File: src/nmt_cfg.svh
// Constants for the network-management state control block
`ifndef NMT_CFG_SVH
`define NMT_CFG_SVH

// -----------------------------------------------------------------
// Frame identifiers and identifier bases
// -----------------------------------------------------------------
`define NMT_ID 11'h000
`define SYNC_ID 11'h080
`define TIME_ID 11'h100
`define EMCY_BASE 11'h080
`define TPDO_BASE 11'h180
`define SDO_TX_BASE 11'h580
`define SDO_RX_BASE 11'h600
`define BOOT_BASE 11'h700

// -----------------------------------------------------------------
// Command bytes and special node values
// -----------------------------------------------------------------
`define CMD_START 8'h01
`define CMD_STOP 8'h02
`define CMD_PREOP 8'h80
`define CMD_RESET_NODE 8'h81
`define CMD_RESET_COMM 8'h82
`define NODE_ALL 8'h00
`define NODE_LSS 8'hff

// -----------------------------------------------------------------
// Reply contents
// -----------------------------------------------------------------
`define SDO_ABORT_CMD 8'h80
`define SDO_ABORT_CODE 32'h08000022
`define EMCY_WARN_CODE 16'hff00
`define EMCY_ERR_REG 8'h01
`define BOOT_DATA 8'h00
`define LEN_BOOT 4'h1
`define LEN_SYNC 4'h4
`define LEN_SDO 4'h8

`endif

File: src/nmt_pkg.sv
// Types shared by the network-management state control block
`default_nettype none
package nmt_pkg;
   // Gray codes along initialising, pre-operational, operational, stopped
   typedef enum logic [1:0]
   {
      ST_INIT = 2'b00,
      ST_PREOP = 2'b01,
      ST_OPER = 2'b11,
      ST_STOP = 2'b10
   } nmt_state_t;
endpackage
`default_nettype wire

File: src/sync_skip_counter.sv
// Counter that lets a configured number of sync frames pass between replies
`timescale 1ns/1ns
`default_nettype none
module sync_skip_counter
#(
   parameter int WIDTH = 8
)
(
   input wire logic clk_i,
   input wire logic rst_n_i,
   input wire logic sync_i,
   input wire logic clear_i,
   input wire logic [WIDTH-1:0] skip_i,
   output logic fire_o
);
   logic [WIDTH-1:0] cnt_reg;
   logic [WIDTH-1:0] cnt_next;

   // Reply on the sync that ends a run of skipped ones
   assign fire_o = sync_i && (cnt_reg >= skip_i);
   assign cnt_next = clear_i ? '0 : (fire_o ? '0 : (sync_i ? cnt_reg + 1'b1 : cnt_reg));

   // Skip count register
   always_ff @(posedge clk_i or negedge rst_n_i)
   begin
      if (!rst_n_i)
         cnt_reg <= '0;
      else
         cnt_reg <= cnt_next;
   end
endmodule // sync_skip_counter
`default_nettype wire

File: src/canopen_nmt_state_control.sv
// Network-management state control for a safety position sensor
//
// Operation
// Power-up enters pre-operational after sending boot-up frame on 700h plus node.
// Pre-operational sends and accepts no safety position message.
// Command 80h to addressed node enters pre-operational.
// Command 01h to addressed node enters operational.
// Command 02h to addressed node enters stopped.
// Target node zero addresses all; own number addresses only this device.
// 82h resets communication, 81h resets node; both reboot to pre-operational.
// Safety function and safety messages active only in operational.
// No safety message unless safety configuration is marked valid.
// Operational SDO writes to safety objects aborted with 08000022h; reads served.
// Pre-operational accepts SDO reads and writes to safety objects.
// Each service is gated by the state table.
// Layer-setting service active when stopped or node number is FFh.
// Sync frame answered with current process value, without offset delay.
// Sync counter skips a configured number of syncs between replies.
// Configuration valid may be set only with a matching checksum.
// Pre-operational reachable via default SDO identifiers.
// Master checks boot-up identifier and reads identity object; the testbench checks the identifier but sends no identity object read.
// Master reads back written parameters before marking configuration valid.
// Address-line mismatch sends warning emergency at start and withholds safety messages; emergency sent only on a start from pre-operational.
// Commands for other nodes are ignored.
`timescale 1ns/1ns
`default_nettype none
`include "nmt_cfg.svh"
module canopen_nmt_state_control
#(
   parameter int SKIP_W = 8
)
(
   input wire logic clk_i,
   input wire logic rst_n_i,
   input wire logic [7:0] node_id_i,
   input wire logic addr_mismatch_i,
   input wire logic rx_valid_i,
   input wire logic [10:0] rx_id_i,
   input wire logic [63:0] rx_data_i,
   input wire logic rx_sdo_write_i,
   input wire logic rx_sdo_safety_i,
   input wire logic cfg_valid_set_i,
   input wire logic cfg_valid_clr_i,
   input wire logic checksum_ok_i,
   input wire logic [SKIP_W-1:0] sync_skip_i,
   input wire logic [31:0] process_value_i,
   input wire logic tx_ready_i,
   output logic tx_valid_o,
   output logic [10:0] tx_id_o,
   output logic [3:0] tx_len_o,
   output logic [63:0] tx_data_o,
   output logic [1:0] state_o,
   output logic cfg_valid_o,
   output logic safety_func_en_o,
   output logic srdo_tx_en_o,
   output logic srdo_rx_en_o,
   output logic pdo_en_o,
   output logic sdo_en_o,
   output logic sync_en_o,
   output logic time_en_o,
   output logic emcy_en_o,
   output logic lss_en_o,
   output logic sdo_fwd_o,
   output logic time_fwd_o,
   output logic comm_reset_o,
   output logic node_reset_o
);
   // -----------------------------------------------------------------
   // Declarations
   // -----------------------------------------------------------------
   nmt_pkg::nmt_state_t state_reg;
   nmt_pkg::nmt_state_t state_next;
   logic cfg_valid_reg;
   logic cfg_valid_next;
   logic boot_sent_reg;
   logic boot_sent_next;
   logic abort_pend_reg;
   logic abort_pend_next;
   logic emcy_pend_reg;
   logic emcy_pend_next;
   logic sync_pend_reg;
   logic sync_pend_next;
   logic [23:0] abort_mux_reg;
   logic [31:0] sync_val_reg;
   logic tx_valid_reg;
   logic [10:0] tx_id_reg;
   logic [3:0] tx_len_reg;
   logic [63:0] tx_data_reg;
   logic comm_reset_reg;
   logic node_reset_reg;
   logic [10:0] node_ext;
   logic in_preop;
   logic in_oper;
   logic in_stop;
   logic nmt_frame;
   logic nmt_addressed;
   logic nmt_take;
   logic [7:0] nmt_cmd;
   logic [7:0] nmt_target;
   logic cmd_start;
   logic cmd_stop;
   logic cmd_preop;
   logic cmd_rnode;
   logic cmd_rcomm;
   logic sdo_frame;
   logic sdo_refuse;
   logic sync_frame;
   logic sync_fire;
   logic go_oper;
   logic tx_free;
   logic load_boot;
   logic load_abort;
   logic load_emcy;
   logic load_sync;
   logic tx_done;

   // -----------------------------------------------------------------
   // State decode and service gating
   // -----------------------------------------------------------------
   // Enables are combinational levels of the state register, the configuration flag, the address mismatch input and the node number
   assign in_preop = (state_reg == nmt_pkg::ST_PREOP);
   assign in_oper = (state_reg == nmt_pkg::ST_OPER);
   assign in_stop = (state_reg == nmt_pkg::ST_STOP);
   assign node_ext = {3'h0, node_id_i};
   assign safety_func_en_o = in_oper;
   assign srdo_tx_en_o = in_oper && cfg_valid_reg && !addr_mismatch_i; // see R8 see R9
   assign srdo_rx_en_o = in_oper && cfg_valid_reg; // see R2
   assign pdo_en_o = in_oper;
   assign sdo_en_o = in_preop || in_oper;
   assign sync_en_o = in_preop || in_oper;
   assign time_en_o = in_preop || in_oper;
   assign emcy_en_o = in_preop || in_oper;
   assign lss_en_o = in_stop || (node_id_i == `NODE_LSS);
   assign state_o = state_reg;
   assign cfg_valid_o = cfg_valid_reg;

   // -----------------------------------------------------------------
   // Command decode
   // -----------------------------------------------------------------
   // Commands are taken in every state except initialising
   assign nmt_cmd = rx_data_i[7:0];
   assign nmt_target = rx_data_i[15:8];
   assign nmt_frame = rx_valid_i && (rx_id_i == `NMT_ID);
   assign nmt_addressed = (nmt_target == `NODE_ALL) || (nmt_target == node_id_i); // see R6
   assign nmt_take = nmt_frame && nmt_addressed && (state_reg != nmt_pkg::ST_INIT);
   assign cmd_start = nmt_take && (nmt_cmd == `CMD_START);
   assign cmd_stop = nmt_take && (nmt_cmd == `CMD_STOP);
   assign cmd_preop = nmt_take && (nmt_cmd == `CMD_PREOP);
   assign cmd_rnode = nmt_take && (nmt_cmd == `CMD_RESET_NODE);
   assign cmd_rcomm = nmt_take && (nmt_cmd == `CMD_RESET_COMM);
   assign go_oper = cmd_start && in_preop;

   // Default SDO channel and time stamp are forwarded only when allowed
   assign sdo_frame = rx_valid_i && (rx_id_i == `SDO_RX_BASE + node_ext) && sdo_en_o;
   assign sdo_refuse = sdo_frame && in_oper && rx_sdo_write_i && rx_sdo_safety_i;
   assign sdo_fwd_o = sdo_frame && !sdo_refuse;
   assign time_fwd_o = rx_valid_i && (rx_id_i == `TIME_ID) && time_en_o;
   assign sync_frame = rx_valid_i && (rx_id_i == `SYNC_ID) && sync_en_o;

   // Sync skip counter, restarted by either reset
   sync_skip_counter #(.WIDTH(SKIP_W)) u_sync_skip
   (
      .clk_i(clk_i),
      .rst_n_i(rst_n_i),
      .sync_i(sync_frame),
      .clear_i(cmd_rnode || cmd_rcomm),
      .skip_i(sync_skip_i),
      .fire_o(sync_fire)
   );

   // -----------------------------------------------------------------
   // State transitions
   // -----------------------------------------------------------------
   // Resets win over the other commands; boot-up ends initialising
   always_comb
   begin
      state_next = state_reg;
      unique case (state_reg)
         nmt_pkg::ST_INIT:
            if (boot_sent_reg)
               state_next = nmt_pkg::ST_PREOP;
         nmt_pkg::ST_PREOP,
         nmt_pkg::ST_OPER,
         nmt_pkg::ST_STOP:
            if (cmd_rnode || cmd_rcomm)
               state_next = nmt_pkg::ST_INIT;
            else if (cmd_preop)
               state_next = nmt_pkg::ST_PREOP;
            else if (cmd_start)
               state_next = nmt_pkg::ST_OPER;
            else if (cmd_stop)
               state_next = nmt_pkg::ST_STOP;
      endcase
   end

   // -----------------------------------------------------------------
   // Transmit arbitration
   // -----------------------------------------------------------------
   // One frame at a time; boot-up first, then abort, emergency, sync reply
   assign tx_free = !tx_valid_reg;
   assign tx_done = tx_valid_reg && tx_ready_i;
   assign load_boot = tx_free && (state_reg == nmt_pkg::ST_INIT) && !boot_sent_reg; // see R1
   assign load_abort = tx_free && !load_boot && abort_pend_reg;
   assign load_emcy = tx_free && !load_boot && !abort_pend_reg && emcy_pend_reg;
   assign load_sync = tx_free && !load_boot && !abort_pend_reg && !emcy_pend_reg && sync_pend_reg;

   // Pending flags: a new event in the loading cycle is kept
   assign boot_sent_next = (state_reg == nmt_pkg::ST_INIT) && (boot_sent_reg || (tx_done && !boot_sent_reg));
   assign abort_pend_next = (abort_pend_reg && !load_abort) || sdo_refuse;
   assign emcy_pend_next = (emcy_pend_reg && !load_emcy) || (go_oper && addr_mismatch_i);
   assign sync_pend_next = (sync_pend_reg && !load_sync) || sync_fire;

   // Configuration valid: set only with a good checksum, set beats clear
   assign cfg_valid_next = (cfg_valid_set_i && checksum_ok_i) || (cfg_valid_reg && !cfg_valid_clr_i && !cmd_rnode);

   // State, flags and reset pulses
   always_ff @(posedge clk_i or negedge rst_n_i)
   begin
      if (!rst_n_i)
      begin
         state_reg <= nmt_pkg::ST_INIT;
         cfg_valid_reg <= 1'b0;
         boot_sent_reg <= 1'b0;
         abort_pend_reg <= 1'b0;
         emcy_pend_reg <= 1'b0;
         sync_pend_reg <= 1'b0;
         comm_reset_reg <= 1'b0;
         node_reset_reg <= 1'b0;
      end
      else
      begin
         state_reg <= state_next;
         cfg_valid_reg <= cfg_valid_next;
         boot_sent_reg <= boot_sent_next;
         abort_pend_reg <= abort_pend_next && !(cmd_rnode || cmd_rcomm);
         emcy_pend_reg <= emcy_pend_next && !(cmd_rnode || cmd_rcomm);
         sync_pend_reg <= sync_pend_next && !(cmd_rnode || cmd_rcomm);
         comm_reset_reg <= cmd_rcomm;
         node_reset_reg <= cmd_rnode;
      end
   end

   // Captured index bytes of a refused request and the sampled process value
   always_ff @(posedge clk_i or negedge rst_n_i)
   begin
      if (!rst_n_i)
      begin
         abort_mux_reg <= 24'h000000;
         sync_val_reg <= 32'h00000000;
      end
      else
      begin
         if (sdo_refuse)
            abort_mux_reg <= rx_data_i[31:8];
         if (sync_fire)
            sync_val_reg <= process_value_i;
      end
   end

   // Transmit frame register
   always_ff @(posedge clk_i or negedge rst_n_i)
   begin
      if (!rst_n_i)
      begin
         tx_valid_reg <= 1'b0;
         tx_id_reg <= 11'h000;
         tx_len_reg <= 4'h0;
         tx_data_reg <= 64'h0000000000000000;
      end
      else if (load_boot)
      begin
         tx_valid_reg <= 1'b1;
         tx_id_reg <= `BOOT_BASE + node_ext;
         tx_len_reg <= `LEN_BOOT;
         tx_data_reg <= {56'h0, `BOOT_DATA};
      end
      else if (load_abort)
      begin
         tx_valid_reg <= 1'b1;
         tx_id_reg <= `SDO_TX_BASE + node_ext;
         tx_len_reg <= `LEN_SDO;
         tx_data_reg <= {`SDO_ABORT_CODE, abort_mux_reg, `SDO_ABORT_CMD};
      end
      else if (load_emcy)
      begin
         tx_valid_reg <= 1'b1;
         tx_id_reg <= `EMCY_BASE + node_ext;
         tx_len_reg <= `LEN_SDO;
         tx_data_reg <= {40'h0, `EMCY_ERR_REG, `EMCY_WARN_CODE};
      end
      else if (load_sync)
      begin
         tx_valid_reg <= 1'b1;
         tx_id_reg <= `TPDO_BASE + node_ext;
         tx_len_reg <= `LEN_SYNC;
         tx_data_reg <= {32'h0, sync_val_reg};
      end
      else if (tx_done)
         tx_valid_reg <= 1'b0;
   end

   assign tx_valid_o = tx_valid_reg;
   assign tx_id_o = tx_id_reg;
   assign tx_len_o = tx_len_reg;
   assign tx_data_o = tx_data_reg;
   assign comm_reset_o = comm_reset_reg;
   assign node_reset_o = node_reset_reg;
endmodule // canopen_nmt_state_control
`default_nettype wire

File: config.mk
export PLATFORM = sky130hd
export DESIGN_NAME = canopen_nmt_state_control
export DESIGN_NICKNAME = d
export VERILOG_FILES = /design/src/nmt_pkg.sv /design/src/sync_skip_counter.sv /design/src/canopen_nmt_state_control.sv
export VERILOG_INCLUDE_DIRS = /design/src
export SDC_FILE = /design/constraint.sdc
export NUM_CORES = 1
export LEC_CHECK = 0
export BUFFER_PORTS_ARGS = -buffer_cell sky130_fd_sc_hd__buf_4
export CAP_MARGIN = 20
export CORE_MARGIN = 2
export CORE_UTILIZATION = 40
export CTS_CLUSTER_DIAMETER = 100
export CTS_CLUSTER_SIZE = 24
export DETAILED_ROUTE_END_ITERATION = 8
export PLACE_DENSITY = 0.66
export SLEW_MARGIN = 15
export SYNTH_ARGS = -nofsm -noshare
export SYNTH_HDL_FRONTEND = slang
export SYNTH_SLANG_ARGS = --single-unit
export TNS_END_PERCENT = 5
File: constraint.sdc
create_clock -name clk_i -period 3 [get_ports clk_i]
set_input_delay 0.45 -clock clk_i [delete_from_list [all_inputs] [get_ports clk_i]]
set_output_delay 0.45 -clock clk_i [all_outputs]
set_load 0.01 [all_outputs]
==> results.sh, run 1 <==
export IMPL_status="complete, no violations"
export IMPL_area_growth_syn_to_layout_pct=32.6
export IMPL_hp_class="in2async"
export IMPL_yosys_top_cells_area="dfrtp_1 (50%), mux2_4 (12%), buf_4 (4.8%)"
export IMPL_cts_htree_levels=4
export IMPL_clockBufferDepth=2
export IMPL_placed_cell_area_sq_um=7380
export IMPL_maxCapViolations=0
export IMPL_grt_antenna_before_repair=0
export IMPL_drv_slew=0
export IMPL_nNetsFinal=824
export IMPL_die_area_sq_um=16200
export IMPL_fillers=1281
export IMPL_clk_pin_slew_ps=60
export IMPL_drt_antenna_violating_nets=0
export IMPL_core_sq_um=15000
export IMPL_grt_pass1_wl_microns=24100
export IMPL_period_needed_ps=2450
export IMPL_synth_edf_count=0
export IMPL_route_detailed_drc=0
export IMPL_ctsResizeCount=0
export IMPL_critPathMaxFanout=33
export IMPL_setup_slack_ps=551
export IMPL_overflow=0
export IMPL_path_class="reg2reg"
export IMPL_largest_reg_flops=33
export IMPL_place_gp_congestion=0.834
export IMPL_clk_latency_ps=410
export IMPL_setup_violations=0
export IMPL_crit_chain="inv_1 > ha_1 > nand2b_1 > a2111oi_0 > o21ai_0 > nand3_2 > buf_12 > mux2_2"
export IMPL_yosysTopAreaCell="dfrtp_1"
export IMPL_slowest_stage="dfrtp_1"
export IMPL_hold_violations=0
export IMPL_antenna_cells=0
export IMPL_r2r_start="u_sync_skip.cnt_reg[0]$_DFFE_PN0P_"
export IMPL_synthDistinctLibCells=54
export IMPL_drive_above_1_share_pct=40.9
export IMPL_numCtsBuffers=17
export IMPL_synth_top_area_share_pct=49.8
export IMPL_routed_via_density=5.10
export IMPL_cts_hold_buf=0
export IMPL_drt_first_pass_iters=4
export IMPL_grtUsageTotal_pct=19.1
export IMPL_io_buffers=166
export IMPL_via_count=4502
export IMPL_fin_tns_setup_ps=0
export IMPL_relSlewSlack_pct=48.5
export IMPL_grt_pass1_vias=4672
export IMPL_yosys_warnings=0
export IMPL_crit_family="compound AO/OA/AOI/OAI gates"
export IMPL_final_cell_mix="buf_4 (173), dfrtp_1 (121), mux2_4 (48), nand2_1 (39), conb_1 (30)"
export IMPL_dieHeight_microns=127
export IMPL_num_io_pins=229
export IMPL_power_total_w=0.00485
export IMPL_cts_setup_buffers=0
export IMPL_slowest_delay_ps=410
export IMPL_cp_data_required_time_ps=3290
export IMPL_p_leak_nw=4.11
export IMPL_row_count=45
export IMPL_syn_inst=515
export IMPL_preCtsSetupSlack_ps=461
export IMPL_path_buf_inv=2
export IMPL_dp_cells=850
export IMPL_layout_commonest_cell="buf_4"
export IMPL_fin_cells=882
export IMPL_finClkSkew_ps=10.5
export IMPL_rsz0062_at_grt="no"
export IMPL_syn_area_sq_um=6080
export IMPL_synth_flop_cell="dfrtp_1"
export IMPL_ys_ff_latch=121
export IMPL_postSynthAreaPerCell_sq_um=11.8
export IMPL_root_buffer="clkbuf_16"
export IMPL_final_area_sq_um=8060
export IMPL_crit_start="u_sync_skip.cnt_reg[0]$_DFFE_PN0P_"
export IMPL_dp_hpwl_microns=10600
export IMPL_worst_pin_slew_ps=768
export IMPL_cts_sinks=121
export IMPL_fmax_mhz=408
export IMPL_grt_max_degree=56
export IMPL_endpoint_kind="flop"
export IMPL_initialDrtViolationCount=238
export IMPL_cp_num_cells=8
export IMPL_cts_tree="yes"
export IMPL_die_w_microns=127
export IMPL_vdd_drop_max_mv=0.380
export IMPL_ff2ff_setup_slack_ps=550
export IMPL_crit_end="sync_val_reg[11]$_DFFE_PN0P_"
export IMPL_ys_seq_area_share_pct=49.8
export IMPL_async_flop_share_pct=100
export IMPL_critPathArrivalTime_ps=2740
export IMPL_period_share_pct=81.6
export IMPL_cp_start_kind="flop"
export IMPL_power_density_nw_per_um2=602
export IMPL_wirelength_microns=14800
export IMPL_start_util_pct=40.4
export IMPL_ff2ff_path_depth=8
export IMPL_r2r_end="sync_val_reg[11]$_DFFE_PN0P_"
export IMPL_wl_per_cell_microns=16.8
[worst register-to-register path: stages, from the launching register on]
cell,delay (ps)
dfrtp_1,410
inv_1,100
ha_1,270
nand2b_1,140
a2111oi_0,380
o21ai_0,240
nand3_2,140
buf_12,280
mux2_2,390
[per-stage QoR]
step           util (%)  hold WS (ps)
2_1_floorplan         -           154
3_3_place_gp       49.1           463
3_5_place_dp       49.1           474
4_1_cts            53.6          69.3
5_1_grt            53.6          88.1
6_report           53.6          64.6
[power breakdown]
| group | switching, W | internal [W] | total, W |
|---|---|---|---|
| sequential | 0.000100 | 0.00176 | 0.00186 |
| combinational | 0.000307 | 0.000356 | 0.000663 |
| clock | 0.000742 | 0.00159 | 0.00233 |
| total | 0.00115 | 0.00370 | 0.00485 |
[metal layers]
metal	wire length (microns)	vias to the layer above	track usage, %
met4	76	0	4.85
li1	-	2115	-
met2	7280	160	31.3
met1	6560	2219	24.5
met3	898	8	6.24
met5	0	-	0
[logic make-up (layout without fill, tap and decap cells)]
kind of cell    Yosys count  in the layout  synth area share (%)
buf+inv                  74            224                  7.80
other cells               1             30                0.0617
fa+ha+maj                10             10                  2.06
xor+xnor                 25             25                  3.60
mux                      64             64                  14.8
flops                   121            121                  49.8
compound gates           98             98                  10.7
simple gates            122            122                  11.1
[how the worst min path moves through the flow]
stage,depth (start not counted),end,start
global placement,2,tx_data_o[23]$_DFFE_PN0P_,tx_data_o[23]$_DFFE_PN0P_
CTS,1,sync_val_reg[16]$_DFFE_PN0P_,rst_n_i
global route,1,sync_val_reg[15]$_DFFE_PN0P_,rst_n_i
finish,1,sync_val_reg[16]$_DFFE_PN0P_,rst_n_i
detailed placement,2,tx_data_o[27]$_DFFE_PN0P_,tx_data_o[27]$_DFFE_PN0P_
floorplan,0,abort_mux_reg[0]$_DFFE_PN0P_,rst_n_i
[cell usage after synthesis, drive strengths merged, types with 2 or more instances]
cell type and count:
a32o 2, nor2b 3, inv 16, nor4 7
nand3 9, nand2b 5, nand4 10, a21o 2
a22o 7, dfrtp 121, a22oi 15, mux2 63
nor3 11, nor4b 3, a211o 2, and3 5
o31ai 12, clkbuf 4, o21a 3, a21oi 13
o22ai 10, xor2 10, nor2 23, xnor2 15
ha 10, o21ai 25, nand2 39, buf 54
[area by class of cell]
| class | count | area, sq um | share of cell area [%] |
|---|---|---|---|
| Sequential cell | 121 | 3030 | 37.6 |
| Multi-Input combinational cell | 349 | 2700 | 33.4 |
| Timing Repair Buffer | 176 | 1360 | 16.9 |
| Clock buffer | 18 | 439 | 5.45 |
| Clock inverter | 14 | 244 | 3.03 |
| Tap cell | 188 | 235 | 2.92 |
| Inverter | 16 | 60.1 | 0.745 |
Power figures use the tool's default switching activity.
==> run 2, diff against run 1 <==
Settings changed: PLACE_DENSITY 0.66 to 0.69.
Clock period 3 ns to 2.09 ns, I/O delays scaled along.
==> run 2 against run 1 <==
Against the previous run:
- the run now ends with setup timing left
- global-route usage increased by 0.93 points
- first-iteration DRC count decreased by 14%
- worst setup slack got worse by 590 ps
- count of clock-buffer cells in the layout increased by 6
- power increased by 38%
- critical path type unchanged
- die area unchanged
==> results.sh, run 2 (synthesized netlist as in run 1, its figures left out) <==
export IMPL_status="finished with violations"
export IMPL_failed_checks="setup timing"
export IMPL_setup_violations=12
export IMPL_start_util_pct=40.4
export IMPL_hold_violations=0
export IMPL_crit_start="u_sync_skip.cnt_reg[0]$_DFFE_PN0P_"
export IMPL_row_count=45
export IMPL_overflow=0
export IMPL_hp_class="in2reg"
export IMPL_worstHoldStart="tx_ready_i"
export IMPL_place_gp_congestion=0.789
export IMPL_p_switching_w=0.00159
export IMPL_relSlewSlack_pct=60.8
export IMPL_wl_per_cell_microns=17.2
export IMPL_grtUsageTotal_pct=20.0
export IMPL_p_clk_share_pct=45.1
export IMPL_r2r_start="u_sync_skip.cnt_reg[0]$_DFFE_PN0P_"
export IMPL_seq_power_share_pct=39.6
export IMPL_dp_hpwl_microns=11200
export IMPL_finClkSkew_ps=19.1
export IMPL_critPathArrivalTime_ps=2440
export IMPL_power_density_nw_per_um2=797
export IMPL_dieHeight_microns=127
export IMPL_clk_pin_slew_ps=60
export IMPL_drv_slew=0
export IMPL_route_detailed_drc=0
export IMPL_cts_sinks=121
export IMPL_period_share_pct=102
export IMPL_routed_via_density=5.08
export IMPL_grt_pass1_vias=4821
export IMPL_fin_util_pct=55.7
export IMPL_ff2ff_setup_slack_ps=-40
export IMPL_dp_cells=871
export IMPL_cp_start_kind="flop"
export IMPL_endpoint_kind="flop"
export IMPL_clk_latency_ps=420
export IMPL_clockBufferDepth=2
export IMPL_core_sq_um=15000
export IMPL_area_growth_syn_to_layout_pct=37.9
export IMPL_p_leak_nw=4.28
export IMPL_p_sw_share_pct=23.9
export IMPL_fillers=1259
export IMPL_path_class="reg2reg"
export IMPL_layout_commonest_cell="buf_4"
export IMPL_p_comb_share_pct=15.4
export IMPL_rsz0062_at_grt="yes"
export IMPL_cp_data_required_time_ps=2400
export IMPL_antenna_cells=0
export IMPL_placed_cell_area_sq_um=7590
export IMPL_grt_pass1_wl_microns=25000
export IMPL_final_area_sq_um=8380
export IMPL_worst_pin_slew_ps=580
export IMPL_largest_reg_flops=33
export IMPL_initialDrtViolationCount=204
export IMPL_numCtsBuffers=17
export IMPL_fin_cells=907
export IMPL_cts_tree="yes"
export IMPL_ff2ff_path_depth=9
export IMPL_via_count=4606
export IMPL_io_buffers=166
export IMPL_r2r_end="sync_val_reg[16]$_DFFE_PN0P_"
export IMPL_drt_antenna_violating_nets=0
export IMPL_critPathMaxFanout=6
export IMPL_period_needed_ps=2130
export IMPL_nNetsFinal=850
export IMPL_maxCapViolations=0
export IMPL_die_w_microns=127
export IMPL_grt_max_degree=42
export IMPL_final_cell_mix="buf_4 (189), dfrtp_1 (119), mux2_4 (51), nand2_1 (39), conb_1 (30)"
export IMPL_drt_first_pass_iters=4
export IMPL_setup_slack_ps=-35.5
export IMPL_wirelength_microns=15600
export IMPL_hold_ws_ps=74.9
export IMPL_min_path_cells=2
export IMPL_fin_tns_setup_ps=-241
export IMPL_num_io_pins=229
export IMPL_grt_antenna_before_repair=0
export IMPL_fmax_mhz=470
export IMPL_min_to="tx_valid_o$_DFFE_PN0P_"
export IMPL_drive_above_1_share_pct=44.4
export IMPL_cts_htree_levels=4
export IMPL_die_area_sq_um=16200
export IMPL_p_int_w=0.00508
export IMPL_root_buffer="clkbuf_16"
export IMPL_vdd_drop_max_mv=0.572
[run 2: area by class of cell]
| class | count | area [sq um] | share of cell area (%) |
|---|---|---|---|
| Sequential cell | 121 | 3030 | 36.2 |
| Multi-Input combinational cell | 349 | 2780 | 33.2 |
| Timing Repair Buffer | 202 | 1660 | 19.8 |
| Clock buffer | 24 | 502 | 5.99 |
| Tap cell | 188 | 235 | 2.81 |
| Clock inverter | 7 | 114 | 1.36 |
| Inverter | 16 | 60.1 | 0.717 |
[run 2: metrics by stage]
stage,worst slack [ps],total power [W]
final,-35.5,0.00668
after CTS,-12.6,0.00676
after detailed placement,-108,0.00370
after floorplan,9.79,0.00310
after global routing,-112,0.00698
after global placement,-71.4,0.00367
[run 2: worst max-delay path, stage by stage, from the launching register on]
cell       delay [ps]
dfrtp_1           390
inv_2              90
ha_4              190
nand2b_4          140
a2111oi_4         350
o21ai_2           140
nand3_4           170
buf_12            130
buf_16            120
mux2_4            290
[run 2: how the worst max path moves through the flow]
stage                                              end  slack, ps  depth (start not counted)
after floorplan            sync_val_reg[1]$_DFFE_PN0P_         10                          8
after global placement    sync_val_reg[20]$_DFFE_PN0P_        -70                          8
after detailed placement  sync_val_reg[28]$_DFFE_PN0P_       -110                          8
after CTS                 sync_val_reg[16]$_DFFE_PN0P_        -10                          8
after global routing       sync_val_reg[9]$_DFFE_PN0P_       -110                          9
final                     sync_val_reg[16]$_DFFE_PN0P_        -40                          9
[run 2: timing repair]
action,4_1_cts,5_1_grt
setup endpoints to repair,33,27
resized for setup,9,13
endpoints found under the hold margin,16,0
buffers inserted,1,2
hold buffers,1,0
pin swaps,2,7
cloned,2,0
[run 2: power groups by stage]
stage	sequential, W	combinational [W]	clock [W]
floorplan	0.00275	0.000353	0
global placement	0.00267	0.00100	0
detailed placement	0.00268	0.00102	0
CTS	0.00264	0.00103	0.00309
global route	0.00266	0.00112	0.00320
finish	0.00264	0.00103	0.00301
[run 2: metal layers]
metal	up-vias	share of wire (%)	global-route usage, %
met5	-	0	0
met2	150	49	32.8
met4	0	1.5	7.11
met1	2271	43	24.7
li1	2170	-	-
met3	15	5.8	6.78
